==> config.mk <==
export PLATFORM = sky130hd
export DESIGN_NAME = voe_ctl
export DESIGN_NICKNAME = d
export VERILOG_FILES = /design/src/voe_ctl.v /design/src/voe_pix.v
export VERILOG_INCLUDE_DIRS = /design/src
export SDC_FILE = /design/constraint.sdc
export NUM_CORES = 1
export LEC_CHECK = 0
export ABC_AREA = 1
export BUFFER_PORTS_ARGS = -buffer_cell sky130_fd_sc_hd__buf_2
export CAP_MARGIN = 20
export CORE_MARGIN = 3
export CORE_UTILIZATION = 40
export DETAILED_ROUTE_END_ITERATION = 8
export PLACE_DENSITY_LB_ADDON = 0.05
export RECOVER_POWER = 25
export SLEW_MARGIN = 10
export SYNTH_ARGS = -nofsm -noshare
export SYNTH_HDL_FRONTEND = slang
export SYNTH_SLANG_ARGS = --single-unit
==> constraint.sdc <==
create_clock -name clk -period 10.8 [get_ports clk]
set_input_delay 1.62 -clock clk [delete_from_list [all_inputs] [get_ports clk]]
set_output_delay 1.62 -clock clk [all_outputs]
set_load 0.03 [all_outputs]
==> src/voe_defines.vh <==
// Constants shared by the video output enhancement control block.
// Assumes it is included by bare name from every design file that needs it.
`ifndef VOE_DEFINES_VH
`define VOE_DEFINES_VH

// ----------------------------------------------------------------------------
// Register byte offsets
// ----------------------------------------------------------------------------
`define VOE_OFS_CTL 8'h00
`define VOE_OFS_MASK 8'h04
`define VOE_OFS_CLIP 8'h08
`define VOE_OFS_KEY 8'h0c
`define VOE_OFS_SLVDLY 8'h10
`define VOE_OFS_MODE 8'h14
`define VOE_OFS_STATUS 8'h18

// ----------------------------------------------------------------------------
// Enhancement control fields
// ----------------------------------------------------------------------------
`define VOE_CTL_ENABLE 0
`define VOE_CTL_FULL_BLEND 1
`define VOE_CTL_CLIP_EN 2
`define VOE_CTL_SYNC_STREAM 3
`define VOE_CTL_FIELD_SYNC 4
`define VOE_CTL_GENLOCK 5
`define VOE_CTL_KEY_EN 6
`define VOE_CTL_FEAT_W 7
`define VOE_CTL_REV_LSB 28

// ----------------------------------------------------------------------------
// Mask, clip and key field positions
// ----------------------------------------------------------------------------
`define VOE_MASK_Y_LSB 28
`define VOE_MASK_C_LSB 24
`define VOE_CLIP_LUMA_FLOOR_LSB 0
`define VOE_CLIP_LUMA_CEIL_LSB 8
`define VOE_CLIP_CHROMA_FLOOR_LSB 16
`define VOE_CLIP_CHROMA_CEIL_LSB 24
`define VOE_KEY_Y_LSB 0
`define VOE_KEY_U_LSB 8
`define VOE_KEY_V_LSB 16

// ----------------------------------------------------------------------------
// Mode register fields
// ----------------------------------------------------------------------------
`define VOE_MODE_SYNC_MASTER 0
`define VOE_MODE_DATA_STREAM 1

// ----------------------------------------------------------------------------
// Reset values and fixed bounds
// ----------------------------------------------------------------------------
`define VOE_CTL_FEAT_RST 7'h00
`define VOE_LUMA_FLOOR_RST 8'h10
`define VOE_LUMA_CEIL_RST 8'heb
`define VOE_CHROMA_FLOOR_RST 8'h10
`define VOE_CHROMA_CEIL_RST 8'hf0
`define VOE_LEGACY_FLOOR 8'h10
`define VOE_LEGACY_CEIL 8'hf0
`define VOE_ALPHA_FULL 9'h100

`endif

==> src/voe_ctl.v <==
// Video output enhancement control: registers, pixel path and auxiliary sync pin.
// Assumes pixel inputs come from logic on clk, and the video clock pin is asynchronous.
//
// Strobed register access and the register addresses were chosen for this implementation.
`timescale 1ns/1ps
`include "voe_defines.vh"

module voe_ctl
#(
  parameter [3:0] REVISION = 4'h3, // Arbitrary revision code.
  parameter DLY_W = 4
)
(
  input wire clk,
  input wire rst_b,
  input wire ce,
  input wire [7:0] reg_addr,
  input wire [31:0] reg_wdata,
  input wire reg_wr,
  input wire reg_rd,
  output wire [31:0] reg_rdata,
  input wire video_out_clock_pin,
  input wire [23:0] pix_main,
  input wire [23:0] pix_ovl,
  input wire [7:0] pix_alpha,
  input wire pix_ovl_on,
  input wire pix_valid,
  input wire pix_field,
  input wire legacy_sync,
  output wire pix_ready,
  output wire [23:0] vo_data,
  output wire vo_valid,
  output wire aux_sync_pin
);

  localparam DLY_DEPTH = 1 << DLY_W;

  // --------------------------------------------------------------------------
  // Register storage
  // --------------------------------------------------------------------------
  reg [`VOE_CTL_FEAT_W-1:0] feat_q;
  reg [3:0] mask_y_q;
  reg [3:0] mask_c_q;
  reg [7:0] luma_floor_q;
  reg [7:0] luma_ceiling_q;
  reg [7:0] chroma_floor_q;
  reg [7:0] chroma_ceiling_q;
  reg [23:0] key_q;
  reg [DLY_W-1:0] slave_dly_q;
  reg sync_master_q;
  reg data_stream_q;
  reg [31:0] rdata_q;
  reg [31:0] rdata_d;

  // --------------------------------------------------------------------------
  // Stream and pin state
  // --------------------------------------------------------------------------
  reg vclk_s1_q;
  reg vclk_s2_q;
  reg vclk_s3_q;
  reg [23:0] vo_data_q;
  reg vo_valid_q;
  reg aux_q;
  reg key_hit_q;
  reg field_q;
  reg [DLY_DEPTH-1:0] dly_line_q;

  wire vclk_rise;
  wire enhancement_master_enable;
  wire full_blend;
  wire clip_en;
  wire key_en;
  wire genlock_active;
  wire [7:0] floor_y;
  wire [7:0] ceil_y;
  wire [7:0] floor_c;
  wire [7:0] ceil_c;
  wire [23:0] pix_out;
  wire key_hit;
  wire aux_base;
  wire aux_delayed;
  wire [DLY_W-1:0] dly_idx;

  // Every feature is gated by the master enable, so with it clear the unit
  // acts as the plain output path whatever the other bits hold.
  assign enhancement_master_enable = feat_q[`VOE_CTL_ENABLE];
  assign full_blend = enhancement_master_enable & feat_q[`VOE_CTL_FULL_BLEND];
  assign clip_en = enhancement_master_enable & feat_q[`VOE_CTL_CLIP_EN];
  assign key_en = enhancement_master_enable & feat_q[`VOE_CTL_KEY_EN];
  assign genlock_active = enhancement_master_enable & feat_q[`VOE_CTL_GENLOCK] &
                          ~sync_master_q;

  // Programmed bounds only when clipping is on; fixed legacy bounds otherwise.
  assign floor_y = clip_en ? luma_floor_q : `VOE_LEGACY_FLOOR;
  assign ceil_y = clip_en ? luma_ceiling_q : `VOE_LEGACY_CEIL;
  assign floor_c = clip_en ? chroma_floor_q : `VOE_LEGACY_FLOOR;
  assign ceil_c = clip_en ? chroma_ceiling_q : `VOE_LEGACY_CEIL;

  // --------------------------------------------------------------------------
  // Register writes
  // --------------------------------------------------------------------------

  // Only defined bits are stored, so undefined bits always read back as zero.
  always @(posedge clk or negedge rst_b)
  begin
    if (!rst_b)
    begin
      feat_q <= `VOE_CTL_FEAT_RST;
      mask_y_q <= 4'h0;
      mask_c_q <= 4'h0;
      luma_floor_q <= `VOE_LUMA_FLOOR_RST;
      luma_ceiling_q <= `VOE_LUMA_CEIL_RST;
      chroma_floor_q <= `VOE_CHROMA_FLOOR_RST;
      chroma_ceiling_q <= `VOE_CHROMA_CEIL_RST;
      key_q <= 24'h000000;
      slave_dly_q <= {DLY_W{1'b0}};
      sync_master_q <= 1'b0;
      data_stream_q <= 1'b0;
    end
    else if (ce && reg_wr)
    begin
      case (reg_addr)
        `VOE_OFS_CTL:
        begin
          feat_q <= reg_wdata[`VOE_CTL_FEAT_W-1:0];
        end
        `VOE_OFS_MASK:
        begin
          mask_y_q <= reg_wdata[`VOE_MASK_Y_LSB +: 4];
          mask_c_q <= reg_wdata[`VOE_MASK_C_LSB +: 4];
        end
        `VOE_OFS_CLIP:
        begin
          luma_floor_q <= reg_wdata[`VOE_CLIP_LUMA_FLOOR_LSB +: 8];
          luma_ceiling_q <= reg_wdata[`VOE_CLIP_LUMA_CEIL_LSB +: 8];
          chroma_floor_q <= reg_wdata[`VOE_CLIP_CHROMA_FLOOR_LSB +: 8];
          chroma_ceiling_q <= reg_wdata[`VOE_CLIP_CHROMA_CEIL_LSB +: 8];
        end
        `VOE_OFS_KEY:
        begin
          key_q <= reg_wdata[23:0];
        end
        `VOE_OFS_SLVDLY:
        begin
          slave_dly_q <= reg_wdata[DLY_W-1:0];
        end
        `VOE_OFS_MODE:
        begin
          sync_master_q <= reg_wdata[`VOE_MODE_SYNC_MASTER];
          data_stream_q <= reg_wdata[`VOE_MODE_DATA_STREAM];
        end
        default:
        begin
          feat_q <= feat_q;
        end
      endcase
    end
  end

  // --------------------------------------------------------------------------
  // Register reads
  // --------------------------------------------------------------------------

  // Read data mux; an unmapped offset reads as zero.
  always @*
  begin
    rdata_d = 32'h00000000;
    case (reg_addr)
      `VOE_OFS_CTL:
      begin
        rdata_d[`VOE_CTL_REV_LSB +: 4] = REVISION;
        rdata_d[`VOE_CTL_FEAT_W-1:0] = feat_q;
      end
      `VOE_OFS_MASK:
      begin
        rdata_d[`VOE_MASK_Y_LSB +: 4] = mask_y_q;
        rdata_d[`VOE_MASK_C_LSB +: 4] = mask_c_q;
      end
      `VOE_OFS_CLIP:
      begin
        rdata_d = {chroma_ceiling_q, chroma_floor_q, luma_ceiling_q, luma_floor_q};
      end
      `VOE_OFS_KEY:
      begin
        rdata_d[23:0] = key_q;
      end
      `VOE_OFS_SLVDLY:
      begin
        rdata_d[DLY_W-1:0] = slave_dly_q;
      end
      `VOE_OFS_MODE:
      begin
        rdata_d[`VOE_MODE_SYNC_MASTER] = sync_master_q;
        rdata_d[`VOE_MODE_DATA_STREAM] = data_stream_q;
      end
      `VOE_OFS_STATUS:
      begin
        rdata_d[3:0] = {field_q, key_hit_q, genlock_active, aux_q};
      end
      default:
      begin
        rdata_d = 32'h00000000;
      end
    endcase
  end

  // Read data stand for exactly the cycle after the strobe, zero otherwise.
  always @(posedge clk or negedge rst_b)
  begin
    if (!rst_b)
    begin
      rdata_q <= 32'h00000000;
    end
    else if (ce)
    begin
      rdata_q <= reg_rd ? rdata_d : 32'h00000000;
    end
  end

  assign reg_rdata = rdata_q;

  // --------------------------------------------------------------------------
  // Video clock sampling
  // --------------------------------------------------------------------------

  // Two flops before use; the third only serves the edge detector.
  // The pin must stay below half the clk rate or edges are missed.
  always @(posedge clk or negedge rst_b)
  begin
    if (!rst_b)
    begin
      vclk_s1_q <= 1'b0;
      vclk_s2_q <= 1'b0;
      vclk_s3_q <= 1'b0;
    end
    else if (ce)
    begin
      vclk_s1_q <= video_out_clock_pin;
      vclk_s2_q <= vclk_s1_q;
      vclk_s3_q <= vclk_s2_q;
    end
  end

  assign vclk_rise = vclk_s2_q & ~vclk_s3_q;
  assign pix_ready = vclk_rise & ce;

  // --------------------------------------------------------------------------
  // Pixel path
  // --------------------------------------------------------------------------
  voe_pix u_pix
  (
    .main_yuv(pix_main),
    .ovl_yuv(pix_ovl),
    .ovl_alpha(pix_alpha),
    .ovl_on(pix_ovl_on),
    .full_blend(full_blend),
    .key_en(key_en),
    .key_yuv(key_q),
    .mask_y(mask_y_q),
    .mask_c(mask_c_q),
    .floor_y(floor_y),
    .ceil_y(ceil_y),
    .floor_c(floor_c),
    .ceil_c(ceil_c),
    .out_yuv(pix_out),
    .key_hit(key_hit)
  );

  // Valid and field are taken on every video clock rise; data and key hit only when pix_valid is set, and are held otherwise.
  always @(posedge clk or negedge rst_b)
  begin
    if (!rst_b)
    begin
      vo_data_q <= 24'h000000;
      vo_valid_q <= 1'b0;
      key_hit_q <= 1'b0;
      field_q <= 1'b0;
    end
    else if (ce && vclk_rise)
    begin
      vo_valid_q <= pix_valid;
      field_q <= pix_field;
      if (pix_valid)
      begin
        vo_data_q <= pix_out;
        key_hit_q <= key_hit;
      end
    end
  end

  assign vo_data = vo_data_q;
  assign vo_valid = vo_valid_q;

  // --------------------------------------------------------------------------
  // Auxiliary sync pin
  // --------------------------------------------------------------------------

  // Field sync outranks data-valid; both fall back to the plain sync output.
  assign aux_base = (enhancement_master_enable & feat_q[`VOE_CTL_FIELD_SYNC]) ?
                    pix_field :
                    (enhancement_master_enable & feat_q[`VOE_CTL_SYNC_STREAM] &
                     data_stream_q) ? pix_valid :
                    legacy_sync;

  // The delay line shifts on each video clock rise, so the tap gives the
  // value sampled that many video clocks earlier.
  always @(posedge clk or negedge rst_b)
  begin
    if (!rst_b)
    begin
      dly_line_q <= {DLY_DEPTH{1'b0}};
    end
    else if (ce && vclk_rise)
    begin
      dly_line_q <= {dly_line_q[DLY_DEPTH-2:0], aux_base};
    end
  end

  assign dly_idx = slave_dly_q - {{(DLY_W-1){1'b0}}, 1'b1};
  assign aux_delayed = (slave_dly_q == {DLY_W{1'b0}}) ? aux_base : dly_line_q[dly_idx];

  // Delay applies only while genlock is really active.
  always @(posedge clk or negedge rst_b)
  begin
    if (!rst_b)
    begin
      aux_q <= 1'b0;
    end
    else if (ce && vclk_rise)
    begin
      aux_q <= genlock_active ? aux_delayed : aux_base;
    end
  end

  assign aux_sync_pin = aux_q;

endmodule // voe_ctl

==> src/voe_pix.v <==
// Per-pixel chroma key, alpha blend and output clipping for one Y/U/V sample set.
// Assumes samples are packed with Y in bits 7:0, U in 15:8 and V in 23:16.
`timescale 1ns/1ps
`include "voe_defines.vh"

module voe_pix
(
  input wire [23:0] main_yuv,
  input wire [23:0] ovl_yuv,
  input wire [7:0] ovl_alpha,
  input wire ovl_on,
  input wire full_blend,
  input wire key_en,
  input wire [23:0] key_yuv,
  input wire [3:0] mask_y,
  input wire [3:0] mask_c,
  input wire [7:0] floor_y,
  input wire [7:0] ceil_y,
  input wire [7:0] floor_c,
  input wire [7:0] ceil_c,
  output wire [23:0] out_yuv,
  output wire key_hit
);

  wire [2:0] match;
  wire [8:0] alpha_q;
  wire [8:0] alpha_eff;
  wire [8:0] alpha_inv;

  // Full mode maps 255 to exactly 100% so an opaque overlay replaces the image.
  // Five-level mode keeps only 0, 25, 50, 75 and 100 percent.
  assign alpha_q = full_blend ? ({1'b0, ovl_alpha} + {8'h00, ovl_alpha[7]}) :
                   (ovl_alpha == 8'hff) ? `VOE_ALPHA_FULL :
                   {1'b0, ovl_alpha[7:6], 6'h00};

  // A keyed pixel is fully transparent.
  assign key_hit = key_en & ovl_on & (&match);
  assign alpha_eff = (ovl_on & ~key_hit) ? alpha_q : 9'h000;
  assign alpha_inv = `VOE_ALPHA_FULL - alpha_eff;

  genvar g;
  generate
    for (g = 0; g < 3; g = g + 1)
    begin : g_comp
      wire [7:0] m = main_yuv[8*g +: 8];
      wire [7:0] o = ovl_yuv[8*g +: 8];
      wire [7:0] ign = {4'h0, (g == 0) ? mask_y : mask_c};
      wire [7:0] fl = (g == 0) ? floor_y : floor_c;
      wire [7:0] cl = (g == 0) ? ceil_y : ceil_c;
      wire [16:0] po = {9'h000, o} * {8'h00, alpha_eff};
      wire [16:0] pm = {9'h000, m} * {8'h00, alpha_inv};
      wire [16:0] sum = po + pm;
      wire [7:0] b = sum[15:8];
      // Masked bit positions take no part in the key compare.
      assign match[g] = (((o ^ key_yuv[8*g +: 8]) & ~ign) == 8'h00);
      // Clipping acts on the blended sample, last before the port.
      // Floor first, so with floor above ceiling a sample up to the floor gives the floor and one above it the ceiling.
      assign out_yuv[8*g +: 8] = (b <= fl) ? fl :
                                 (b >= cl) ? cl : b;
    end
  endgenerate

endmodule // voe_pix

# Word level (Yosys, flattened, before mapping)
# Index checks and enable logic that the tools add are counted.
# W data, S select, Z words.
[word_totals]
regBits = 156
latchBits = 0
mem_bits_rw = 0
romBits = 0
inputBits = 106
output_inout_bits = 59
n_memories = 0
[op_classes]
addsub = 6
multipliers = 6
div = 0
magnitude_cmp = 7
eq_ne = 7
shifts = 0
mux = 26
n_bitwise = 24
n_reduce_logical = 15
[op_table]
columns = ["op", "count"]
rows = [
  ["$mul A8 B9 Y16", 6],
  ["$mux W8", 10],
  ["$add A16 B16 Y16", 3],
  ["$pmux W17 S2", 1],
  ["$logic_not A8 Y1", 4],
  ["$mux W32", 1],
  ["$mux W9", 3],
  ["$and A8 B8 Y8", 3],
  ["$eq A8 B5 Y1 const B", 3],
  ["$ge A8 B8 Y1", 3],
  ["$le A8 B8 Y1", 3],
  ["$xor A8 B8 Y8", 3],
  ["$eq A8 B4 Y1 const B", 2],
  ["$not A4 Y8", 2],
  ["$reduce_and A2 Y1", 7],
  ["$and A1 B1 Y1", 13],
  ["$pmux W2 S6", 1],
  ["$pmux W4 S3", 1],
  ["$pmux W2 S5", 1],
  ["$add A8 B1 Y9", 1],
  ["$pmux W3 S3", 1],
  ["$sub A9 B9 Y9 const A", 1],
  ["$eq A8 B3 Y1 const B", 1],
  ["$eq A8 B8 Y1 const B", 1],
  ["9 further kinds", 16],
]

# Logic depth before layout (Yosys ltp)
# Gate-level depths: netlist of the first run.
[depth]
depth_word = 14
mapped_depth = 59

# Cells and area by module
# Synthesis of the first run repeated with hierarchy kept, for this count alone.
[hier_totals]
hier_cells = 3101
hier_area_um2 = 23651.4
[modules_own_cells]
columns = ["module", "n_inst", "cells_each", "area_each_um2", "seq_area_each_um2"]
rows = [
  ["voe_pix", 1, 2271, 16465.8, 0.0],
  ["voe_ctl", 1, 830, 7185.6, 3918.8],
]

# Worst setup path before layout of the first run
# Ideal clock, no wire load.
[synth_timing]
path_type = "input to register"
startpoint = "input port pix_ovl[3]"
endpoint = "register vo_data_q[15] (netlist: vo_data[15])"
setup_ns = 0.118
arrival_ns = 9.958
t_required_ns = 10.682
slack_ns = 0.724
cell_stages = 50
cell_sequence = "buf_2 inv_2 nand2_1 nand3_1 nand2_1 nor3_1 nand3_2 nand2_2 inv_2 nand2_1 clkbuf_1 clkbuf_1 ha_1 nand3_1 nor2_1 inv_1 nand2_1 inv_1 (+14 left out) nor2_1 nand4_1 o31ai_1 xor2_1 ha_1 o21ai_0 nand2_1 a21o_1 o211ai_1 inv_1 nand2_1 nand2_1 inv_1 nor2_1 nor2_1 nand3_1 nand3_1 nand2_1"
[synth_between]
elab_chain_len = 14
word_cells_on_any_way = 16
[synth_lines]
columns = ["item", "line_no", "source"]
rows = [
  ["from (decl)", "voe_ctl.v:24", "input wire [23:0] pix_ovl,"],
  ["$xor A8 B8 Y8 (*)", "voe_pix.v:55", "assign match[g] = (((o ^ key_yuv[8*g +: 8]) & ~ign) == 8'h00);"],
  ["$and A8 B8 Y8 (*)", "voe_pix.v:55", ""],
  ["$logic_not A8 Y1 (*)", "voe_pix.v:55", ""],
  ["$reduce_and A3 Y1 (*)", "voe_pix.v:37", "assign key_hit = key_en & ovl_on & (&match);"],
  ["$and A1 B1 Y1 (*)", "voe_pix.v:37", ""],
  ["$not A1 Y1 (*)", "voe_pix.v:38", "assign alpha_eff = (ovl_on & ~key_hit) ? alpha_q : 9'h000;"],
  ["$and A1 B1 Y1 (*)", "voe_pix.v:38", ""],
  ["$mux W9 (*)", "voe_pix.v:38", ""],
  ["$sub A9 B9 Y9 (no line)", "--", ""],
  ["$mul A8 B9 Y16", "voe_pix.v:51", "wire [16:0] pm = {9'h000, m} * {8'h00, alpha_inv};"],
  ["$add A16 B16 Y16 (*)", "voe_pix.v:52", "wire [16:0] sum = po + pm;"],
  ["$ge A8 B8 Y1", "voe_pix.v:59", "(b >= cl) ? cl : b;"],
  ["$mux W8", "voe_pix.v:59", ""],
  ["$mux W8 (*)", "voe_pix.v:58", "assign out_yuv[8*g +: 8] = (b <= fl) ? fl :"],
  ["to (signal assigned)", "voe_ctl.v:285", "vo_data_q <= pix_out;"],
  ["to (decl)", "voe_ctl.v:61", "reg [23:0] vo_data_q;"],
]
# Mark *: on every way between the ends. The rest lies on a longest branch, timed or not.
# A chain may end at the register's enable or synchronous reset.

# Worst setup path after layout of the first run
[layout_timing]
startpoint = "input port pix_ovl_on"
endpoint = "register vo_data_q[6] (netlist: vo_data[6])"
[layout_between]
elab_chain_len = 11
word_cells_on_any_way = 13
[layout_lines]
columns = ["item", "line_no", "source"]
rows = [
  ["from (decl)", "voe_ctl.v:26", "input wire pix_ovl_on,"],
  ["$and A1 B1 Y1 (2 in a row)", "voe_pix.v:37", ""],
  ["$not A1 Y1", "voe_pix.v:38", ""],
  ["$and A1 B1 Y1 (*)", "voe_pix.v:38", ""],
  ["$mux W9 (*)", "voe_pix.v:38", ""],
  ["$sub A9 B9 Y9 (no line)", "--", ""],
  ["$mul A8 B9 Y16", "voe_pix.v:51", ""],
  ["$add A16 B16 Y16 (*)", "voe_pix.v:52", ""],
  ["$ge A8 B8 Y1", "voe_pix.v:59", ""],
  ["$mux W8", "voe_pix.v:59", ""],
  ["$mux W8 (*)", "voe_pix.v:58", ""],
]
# Marks and branches as above.

==> results of run 1 <==
[metal layers]
layer / routed length, µm / GRT usage, %
met1: 36600 / 38.5
met2: 37200 / 45.1
met3: 3770 / 2.26
met4: 1390 / 5.33
met5: 14 / 0
[cell families after synthesis]
logic type | synth area share [%]
AOI/OAI and AO/OA | 8.64
xor gates and xnor gates | 1.83
adders and majority gates | 39.9
buffers and inverters | 13.2
DFF | 17.1
muxes | 0.0437
and+or+nand+nor | 19.3
[cell type report]
class | count | share of cell area [%]
multi-input combinational | 2049 | 62.9
sequential | 156 | 15.4
inverter | 704 | 10.4
timing repair buffer | 234 | 5.32
tap | 756 | 3.71
clock buffer | 17 | 1.67
clock inverter | 15 | 0.604
timing repair inverter | 1 | 0.0197
antenna | 2 | 0.0197
[final timing paths]
path	end	slack (ns)	cells after the start
worst max-delay path	vo_data[6]	0.51	49
worst min-delay path	vo_data[10]	0.48	2
max in group asynchronous	reg_rdata[17]	4.80	3
worst min register to register	vo_data[10]	0.48	2
min in group asynchronous	vo_data[8]	1.68	1
worst max register to register	vo_data[6]	1.51	49
[power breakdown]
part,switching (W),internal [W]
clock,0.000285,0.000326
combinational,0.000911,0.000487
sequential,0.0000547,0.000665
[stage by stage]
stage | power [W] | util, % | instances | setup WS (ns) | instance area, µm²
floorplan | 0.00161 | - | 2999 | 0.724 | 22900
global placement | 0.00210 | 44.0 | 3897 | 0.156 | 24800
detailed placement | 0.00210 | 44.0 | 3897 | 0.0787 | 24800
CTS | 0.00273 | 45.0 | 3929 | 0.479 | 25400
global route | 0.00294 | 45.1 | 3933 | -0.0252 | 25500
finish | 0.00273 | 45.1 | 3934 | 0.510 | 25500
[placed cells by master (no fill, tap or decap), types with 4 or more instances in the layout]
cell	count
clkbuf_16	17
o21bai_1	6
o211ai_1	7
xnor2_1	20
a21oi_1	81
buf_4	66
dfstp_2	12
nand2_2	11
o22ai_1	17
nand2_1	671
o21a_1	4
o21ai_0	194
inv_6	6
a211oi_1	6
a21boi_0	4
a2bb2oi_1	5
a21o_1	5
dfrtp_1	144
ha_1	223
fa_1	318
buf_2	163
xor2_1	25
inv_1	682
or2_2	5
nand3b_1	5
nor3_1	14
nand3_1	79
nor2_1	292
inv_2	21
nand4_1	13
[registers in the layout, summed over array words and instances (netlist names), 4 cells and up]
name / flops
chroma_floor_q: 8
luma_ceiling_q: 8
feat_q: 7
mask_y_q: 4
vo_data: 24
key_q: 24
slave_dly_q: 4
reg_rdata: 32
dly_line_q: 16
mask_c_q: 4
chroma_ceiling_q: 8
luma_floor_q: 8
[timing repair]
action                                  4_1_cts  5_1_grt
endpoints found under the setup margin        0       16
setup buffers                                 0        1
resized for setup                             0        9
[worst min-delay path, cell delays in order, from the launching register on]
cell	delay [ns]
dfrtp_1	0.35
nand2_1	0.05
nand2_1	0.05
==> impl_metrics.env, run 1 <==
export IMPL_drive_gt1_share_pct=10.4
export IMPL_critPathBufInv=10
export IMPL_dp_hpwl_mm=66.3
export IMPL_syn_cell_area_um2=22900
export IMPL_synth_flop_cell="dfrtp_1"
export IMPL_finalSetupTns_ns=0
export IMPL_clk_pin_slew_ns=0.07
export IMPL_maxCapViolCount=3
export IMPL_cp_max_fo=17
export IMPL_wl_per_cell_um=20.1
export IMPL_synth_top_area_cell="fa_1"
export IMPL_clockBufferDepth=2
export IMPL_ios=165
export IMPL_overflow=0
export IMPL_min_from="vo_data[10]"
export IMPL_num_vias=19600
export IMPL_clk_latency_ns=0.45
export IMPL_die_area_um2=60200
export IMPL_worstPathRequired_ns=11.13
export IMPL_grt_use_total_pct=26.9
export IMPL_numCtsBuffers=17
export IMPL_antenna_left=0
export IMPL_setup_viol=0
export IMPL_area_delta_synth_final_pct=11.1
export IMPL_globalplace_congestion=0.918
export IMPL_fmax_mhz=97.2
export IMPL_synth_fp_nets=3646
export IMPL_initial_core_util_pct=40.6
export IMPL_io_buffer_count=164
export IMPL_dr_pass1_iters=5
export IMPL_powerDensity_nw_per_um2=107
export IMPL_routed_via_density=4.99
export IMPL_fillers=5871
export IMPL_synth_edff_count=0
export IMPL_antenna_found_initial=2
export IMPL_synthTopCellsByCount="inv_1, nand2_1, fa_1"
export IMPL_finalCritPeriodShare_pct=95.3
export IMPL_finalCriticalPeriod_ns=10.29
export IMPL_crit_family="adder cells"
export IMPL_grt_pass1_vias=20300
export IMPL_ctsHtreeMaxLevel=4
export IMPL_postSynthAreaPerCell_um2=7.64
export IMPL_path_class="in2reg"
export IMPL_worstPathArrival_ns=10.62
export IMPL_ys_types=56
export IMPL_setup_worst_path_start_class="input pin"
export IMPL_grt_setup_unrepaired="yes"
export IMPL_crit_start="pix_ovl_on"
export IMPL_clock_sinks=156
export IMPL_fin_skew_ns=0.0117
export IMPL_ys_seq_area_share_pct=17.1
export IMPL_final_nets=3810
export IMPL_dieWidth_um=245
export IMPL_rows=87
export IMPL_total_leakage_power_nw=14.1
export IMPL_synth_top_area_share_pct=27.8
export IMPL_yosys_top_cells_area="fa_1, dfrtp_1, ha_1, inv_1, nand2_1"
export IMPL_violations="capacitance limit, slew limit"
export IMPL_tightest_slew_ns=3.32
export IMPL_seq_area_um2=3920
export IMPL_die_y_um=245
export IMPL_ctsRootBufferMaster="clkbuf_16"
export IMPL_irDropWorstVdd_uv=135
export IMPL_slew_violations=142
export IMPL_cts_hold_buf=0
export IMPL_synth_most_common_cell="inv_1"
export IMPL_hold_viol_final=0
export IMPL_hp_class="reg2reg"
export IMPL_slew_headroom_pct=-121
export IMPL_drtIter0Drc=1400
export IMPL_endpoint_kind="register"
export IMPL_grt_pass1_wl_mm=123
export IMPL_ys_ff_latch=156
export IMPL_critPathMaxStageDelay_ns=0.60
export IMPL_yosys_warnings=0
export IMPL_status="complete, but fails checks"
export IMPL_multi_input_area_um2=16000
export IMPL_coreArea_um2=56500
export IMPL_drcViolationCount=0
export IMPL_cp_slowest_cell="fa_1"
export IMPL_hold_slack_ns=0.484
export IMPL_grt_max_degree=65
export IMPL_async_reset_ff_share_pct=100
export IMPL_crit_top_cell="nand2_1"
export IMPL_totalWireLength_mm=79.0
export IMPL_syn_inst=2999
export IMPL_tritoncts="yes"
export IMPL_r2r_start="key_q[14]"
(Power assumes the default switching activity.)
==> run 2, diff against run 1 <==
--- a/config.mk
+++ b/config.mk
@@ -6,7 +6,6 @@
 export SDC_FILE = /design/constraint.sdc
 export NUM_CORES = 1
 export LEC_CHECK = 0
-export ABC_AREA = 1
 export BUFFER_PORTS_ARGS = -buffer_cell sky130_fd_sc_hd__buf_2
 export CAP_MARGIN = 20
 export CORE_MARGIN = 3
==> constraint.sdc (replaced) <==
create_clock -name clk -period 12.9 [get_ports clk]
set_input_delay 1.935 -clock clk [delete_from_list [all_inputs] [get_ports clk]]
set_output_delay 1.935 -clock clk [all_outputs]
set_load 0.03 [all_outputs]
==> run 2 against run 1 <==
Via count down 14%; critical endpoint is now vo_data[12]; sequential share of layout area up 0.45 points; the flow still finishes with violations (capacitance limit, slew limit); non-clock buffer count down 33; largest power group unchanged; highest routed layer unchanged.
==> impl_metrics.env, run 2 <==
export IMPL_syn_cell_area_um2=22600
export IMPL_io_buffer_count=164
export IMPL_path_class="in2reg"
export IMPL_ys_seq_area_share_pct=17.4
export IMPL_fmax_mhz=83.3
export IMPL_final_area_um2=24700
export IMPL_met1_usage_pct=34.8
export IMPL_die_y_um=243
export IMPL_grt_met2_usage_pct=35.2
export IMPL_final_cell_mix="inv_1, nand2_1, fa_1, ha_1, and2_1"
export IMPL_setup_viol=0
export IMPL_grt_max_degree=98
export IMPL_fin_util_pct=44.6
export IMPL_largest_reg_flops=32
export IMPL_ctsResizeCount=0
export IMPL_postSynthAreaPerCell_um2=9.23
export IMPL_slew_headroom_pct=-251
export IMPL_irDropWorstVdd_uv=104
export IMPL_regToRegEndpoint="vo_data[12]"
export IMPL_min_to="vo_data[18]"
export IMPL_finalCriticalPeriod_ns=12.00
export IMPL_clk_pin_slew_ns=0.07
export IMPL_min_from="vo_data[18]"
export IMPL_synth_edff_count=0
export IMPL_clk_latency_ns=0.43
export IMPL_dieWidth_um=243
export IMPL_worstPathRequired_ns=13.26
export IMPL_wl_per_cell_um=20.2
export IMPL_r2r_cells=39
export IMPL_num_vias=16800
export IMPL_area_delta_synth_final_pct=9.68
export IMPL_grt_setup_unrepaired="no"
export IMPL_hold_viol_final=0
export IMPL_ctsRootBufferMaster="clkbuf_16"
export IMPL_grtUsageMet3_pct=3.32
export IMPL_fillers=5448
export IMPL_final_nets=3200
export IMPL_grt_pass1_wl_mm=106
export IMPL_ys_ff_latch=156
export IMPL_synth_top_area_share_pct=28.2
export IMPL_synth_top_area_cell="fa_1"
export IMPL_clockBufferDepth=2
export IMPL_cts_setup_buffers=0
export IMPL_synth_flop_cell="dfrtp_1"
export IMPL_coreArea_um2=55400
export IMPL_async_reset_ff_share_pct=100
export IMPL_powerDensity_nw_per_um2=84.4
export IMPL_violations="capacitance limit, slew limit"
export IMPL_power_w=0.00209
export IMPL_totalWireLength_mm=67.0
export IMPL_whs_path_depth=2
export IMPL_ctsHtreeMaxLevel=4
export IMPL_grt_pass1_vias=17500
export IMPL_reg2reg_setup_slack_ns=2.28
export IMPL_cp_slowest_cell="nor4_4"
export IMPL_synth_most_common_cell="inv_1"
export IMPL_yosys_warnings=0
export IMPL_setup_worst_path_start_class="input pin"
export IMPL_critPathMaxStageDelay_ns=0.74
export IMPL_hp_class="reg2reg"
export IMPL_cp_max_fo=24
export IMPL_synth_fp_nets=3091
export IMPL_grt_use_total_pct=23.1
export IMPL_numCtsBuffers=17
export IMPL_finalSetupTns_ns=0
export IMPL_rows=86
export IMPL_status="complete, but fails checks"
export IMPL_placed_area_um2=24200
export IMPL_clock_sinks=156
export IMPL_total_leakage_power_nw=12.9
export IMPL_dr_pass1_iters=6
export IMPL_top_usage_layer="met2"
export IMPL_endpoint_kind="register"
export IMPL_overflow=0
export IMPL_final_common_cell="inv_1"
export IMPL_antenna_found_initial=9
export IMPL_drive_gt1_share_pct=13.8
export IMPL_maxCapViolCount=1
export IMPL_routed_via_density=5.07
export IMPL_worstPathArrival_ns=12.36
export IMPL_cts_hold_buf=0
export IMPL_synthTopCellsByCount="inv_1, nand2_1, fa_1"
export IMPL_crit_start="pix_ovl[11]"
export IMPL_tightest_slew_ns=5.27
export IMPL_drtIter0Drc=863
export IMPL_yosys_top_cells_area="fa_1, dfrtp_1, ha_1, inv_1, nand2_1"
export IMPL_antenna_left=0
export IMPL_finalCritPeriodShare_pct=93.1
export IMPL_initial_core_util_pct=40.7
export IMPL_die_area_um2=59300
export IMPL_ys_types=73
export IMPL_fin_skew_ns=0.00873
export IMPL_syn_inst=2444
export IMPL_tritoncts="yes"
export IMPL_ios=165
export IMPL_drcViolationCount=0
export IMPL_globalplace_congestion=0.863
export IMPL_r2r_start="key_q[20]"
export IMPL_slew_violations=98
export IMPL_dp_hpwl_mm=54.3
## run 2: cell types whose count changed in the layout (fill, tap and decap cells not counted), moves of 22 or more
cell	before	now
o22ai_1	17	39
nor2_1	292	50
nand2_1	671	327
mux2_2	0	79
inv_1	682	467
and3_1	1	39
xnor2_1	20	60
buf_4	66	37
nand3_1	79	24
a22oi_1	1	30
a21oi_1	81	56
and2_1	1	178
nor2b_1	0	28
o21ai_0	194	39
## run 2: critical path, delay by kind of cell
kind / cells / cell delay (ns)
AO/OA/AOI/OAI: 13 / 2.98
AND/OR/NAND/NOR: 7 / 1.72
adder cells (fa/ha/maj): 9 / 3.78
buffers and inverters: 7 / 0.95
XOR/XNOR: 2 / 0.51
multiplexers: 2 / 0.48
## run 2: worst max-delay path by stage
stage                              to  slack (ns)  cells past startpoint
final                     vo_data[12]        0.90                     40
after global routing      vo_data[12]        0.39                     40
after CTS                 vo_data[12]        1.03                     40
after detailed placement  vo_data[12]        0.60                     40
after global placement     vo_data[9]        0.63                     40
after floorplan           vo_data[15]        1.78                     41
## run 2: layer usage
layer  vias up  routed length [µm]  share of wire, %
li1       7929                   -                 -
met1      8459               33100                49
met2       387               29600                44
met3        57                3190               4.8
met4         6                1050               1.6
met5         -                  37             0.055
## run 2: where the power goes
group | total [W] | switching [W] | internal [W]
clock network | 0.000492 | 0.000231 | 0.000260
logic | 0.00100 | 0.000614 | 0.000388
registers | 0.000596 | 0.0000471 | 0.000548
total | 0.00209 | 0.000893 | 0.00120
## run 2: through the flow
stage / worst slack (ns) / hold slack, ns / instances
after CTS: 1.03 / 0.484 / 3313
after global routing: 0.390 / 0.521 / 3316
after global placement: 0.632 / 0.456 / 3280
after detailed placement: 0.603 / 0.461 / 3281
after floorplan: 1.78 / 0.441 / 2444
final: 0.896 / 0.483 / 3320
## run 2: logic make-up after synthesis
family | count (synthesis) | synth area share, %
XOR/XNOR | 83 | 3.36
adder cells (fa/ha/maj) | 541 | 40.6
AO/OA/AOI/OAI | 265 | 7.82
AND/OR/NAND/NOR | 718 | 15.7
flip-flops | 156 | 17.4
buffers and inverters | 580 | 9.99
multiplexers | 101 | 5.21
## run 2: cell type report
type | instances | area (µm²) | share of cell area [%]
multi-input combinational | 1708 | 16400 | 66.5
clock buffer | 19 | 443 | 1.79
inverter | 469 | 1760 | 7.12
timing repair buffer | 201 | 1100 | 4.44
antenna | 6 | 15.0 | 0.0607
tap | 748 | 936 | 3.78
sequential | 156 | 3920 | 15.8
clock inverter | 13 | 126 | 0.511
==> run 3, diff against run 2 <==
--- a/config.mk
+++ b/config.mk
@@ -13,7 +13,6 @@
 export DETAILED_ROUTE_END_ITERATION = 8
 export PLACE_DENSITY_LB_ADDON = 0.05
 export RECOVER_POWER = 25
-export SLEW_MARGIN = 10
 export SYNTH_ARGS = -nofsm -noshare
 export SYNTH_HDL_FRONTEND = slang
 export SYNTH_SLANG_ARGS = --single-unit
==> constraint.sdc (replaced) <==
create_clock -name clk -period 13.5 [get_ports clk]
set_input_delay 2.025 -clock clk [delete_from_list [all_inputs] [get_ports clk]]
set_output_delay 2.025 -clock clk [all_outputs]
set_load 0.03 [all_outputs]
==> run 3 against run 2 <==
The flow still finishes with violations (capacitance limit, slew limit); final cell count hardly changed; register-to-register slack better by 0.44 ns; critical path depth is 1 higher; global-route usage increased by 0.40 points; hold slack improved by 0.0067 ns; wire length up 0.49%; critical path type unchanged; highest routed layer unchanged.
==> impl_metrics.env, run 3 (synthesized netlist as in run 2, its figures left out) <==
export IMPL_grt_use_total_pct=23.5
export IMPL_fin_skew_ns=0.0145
export IMPL_drcViolationCount=0
export IMPL_setup_viol=0
export IMPL_drtIter0Drc=962
export IMPL_routed_via_density=5.12
export IMPL_final_cell_mix="inv_1, nand2_1, fa_1, ha_1, and2_1"
export IMPL_rows=86
export IMPL_place_ws_ns=0.977
export IMPL_finalSetupTns_ns=0
export IMPL_final_common_cell="inv_1"
export IMPL_critPathBufInv=8
export IMPL_crit_family="adder cells"
export IMPL_globalplace_congestion=0.853
export IMPL_tritoncts="yes"
export IMPL_clk_pin_slew_ns=0.07
export IMPL_hold_slack_ns=0.489
export IMPL_clk_latency_ns=0.43
export IMPL_coreArea_um2=55400
export IMPL_ctsHtreeMaxLevel=4
export IMPL_fmax_mhz=82.6
export IMPL_fin_util_pct=44.7
export IMPL_hp_class="reg2reg"
export IMPL_hold_viol_final=0
export IMPL_numCtsBuffers=17
export IMPL_irDropWorstVdd_uv=109
export IMPL_setup_worst_path_start_class="input pin"
export IMPL_antenna_left=0
export IMPL_grt_setup_unrepaired="no"
export IMPL_multi_input_area_um2=16400
export IMPL_crit_top_cell="fa_1"
export IMPL_tightest_slew_ns=5.07
export IMPL_finalCritPeriodShare_pct=89.7
export IMPL_cp_slowest_cell="nor2_1"
export IMPL_seq_area_um2=3920
export IMPL_num_vias=17000
export IMPL_grt_pass1_vias=18000
export IMPL_dr_pass1_iters=5
export IMPL_path_class="in2reg"
export IMPL_ctsRootBufferMaster="clkbuf_16"
export IMPL_total_leakage_power_nw=12.9
export IMPL_fillers=5466
export IMPL_initial_core_util_pct=40.7
export IMPL_ctsResizeCount=0
export IMPL_grt_pass1_wl_mm=108
export IMPL_wl_per_cell_um=20.3
export IMPL_die_area_um2=59300
export IMPL_status="complete, but fails checks"
export IMPL_worstPathArrival_ns=12.47
export IMPL_maxCapViolCount=2
export IMPL_cts_setup_buffers=0
export IMPL_place_inst=3285
export IMPL_clock_sinks=156
export IMPL_antenna_found_initial=15
export IMPL_cp_max_fo=21
export IMPL_stdcell_count=3323
export IMPL_worstPathRequired_ns=13.86
export IMPL_area_delta_synth_final_pct=9.86
export IMPL_finalCriticalPeriod_ns=12.11
export IMPL_powerDensity_nw_per_um2=81.1
export IMPL_violations="capacitance limit, slew limit"
export IMPL_ios=165
export IMPL_dieWidth_um=243
export IMPL_finalWorstSetupSlack_ns=1.39
export IMPL_largest_reg_flops=32
export IMPL_endpoint_kind="register"
export IMPL_final_nets=3203
export IMPL_die_y_um=243
export IMPL_overflow=0
export IMPL_slew_violations=140
export IMPL_clockBufferDepth=2
export IMPL_totalWireLength_mm=67.3
export IMPL_io_buffer_count=164
export IMPL_cts_hold_buf=0
export IMPL_grt_max_degree=94
export IMPL_dp_hpwl_mm=55.1
export IMPL_critPathMaxStageDelay_ns=0.62
export IMPL_drive_gt1_share_pct=13.9
export IMPL_slew_headroom_pct=-238
[run 3: through the flow]
step                      area [µm²]  power, W
after floorplan                22600   0.00124
final                          24800   0.00201
after global placement         24200   0.00152
after global routing           24800   0.00218
after CTS                      24800   0.00203
after detailed placement       24200   0.00153
[run 3: area by class of cell]
cell class	count	share of cell area, %
Clock buffer	18	1.77
Multi-Input combinational cell	1708	66.4
Tap cell	748	3.78
Sequential cell	156	15.8
Antenna cell	6	0.0606
Clock inverter	14	0.616
Timing Repair Buffer	204	4.50
Inverter	469	7.10
[run 3: worst min-delay path: cells and delay by family (launching register included)]
kind,cells,cell delay [ns]
DFF,1,0.35
and+or+nand+nor,2,0.10
[run 3: worst paths after layout]
kind	start	endpoint	slack [ns]	depth (start not counted)
worst max-delay path	pix_ovl[7]	vo_data[12]	1.39	41
worst min-delay path	dly_line_q[15]	dly_line_q[15]	0.49	2
worst max register to register	key_q[21]	vo_data[12]	2.72	40
worst min register to register	dly_line_q[15]	dly_line_q[15]	0.49	2
max in group asynchronous	rst_b	vo_data[15]	7.21	1
min in group asynchronous	rst_b	dly_line_q[9]	3.42	1
[run 3: power by group]
group          total (W)  switching (W)  internal, W
Sequential      0.000569      0.0000445     0.000524
Combinational   0.000954       0.000585     0.000369
Clock           0.000487       0.000220     0.000267
Total            0.00201       0.000850      0.00116
[run 3: metal layers]
metal  GRT usage (%)  share of wire [%]
met1            34.1                 48
met2            36.3                 44
met3            5.10                6.6
met4            4.32                1.4
met5               0               0.17
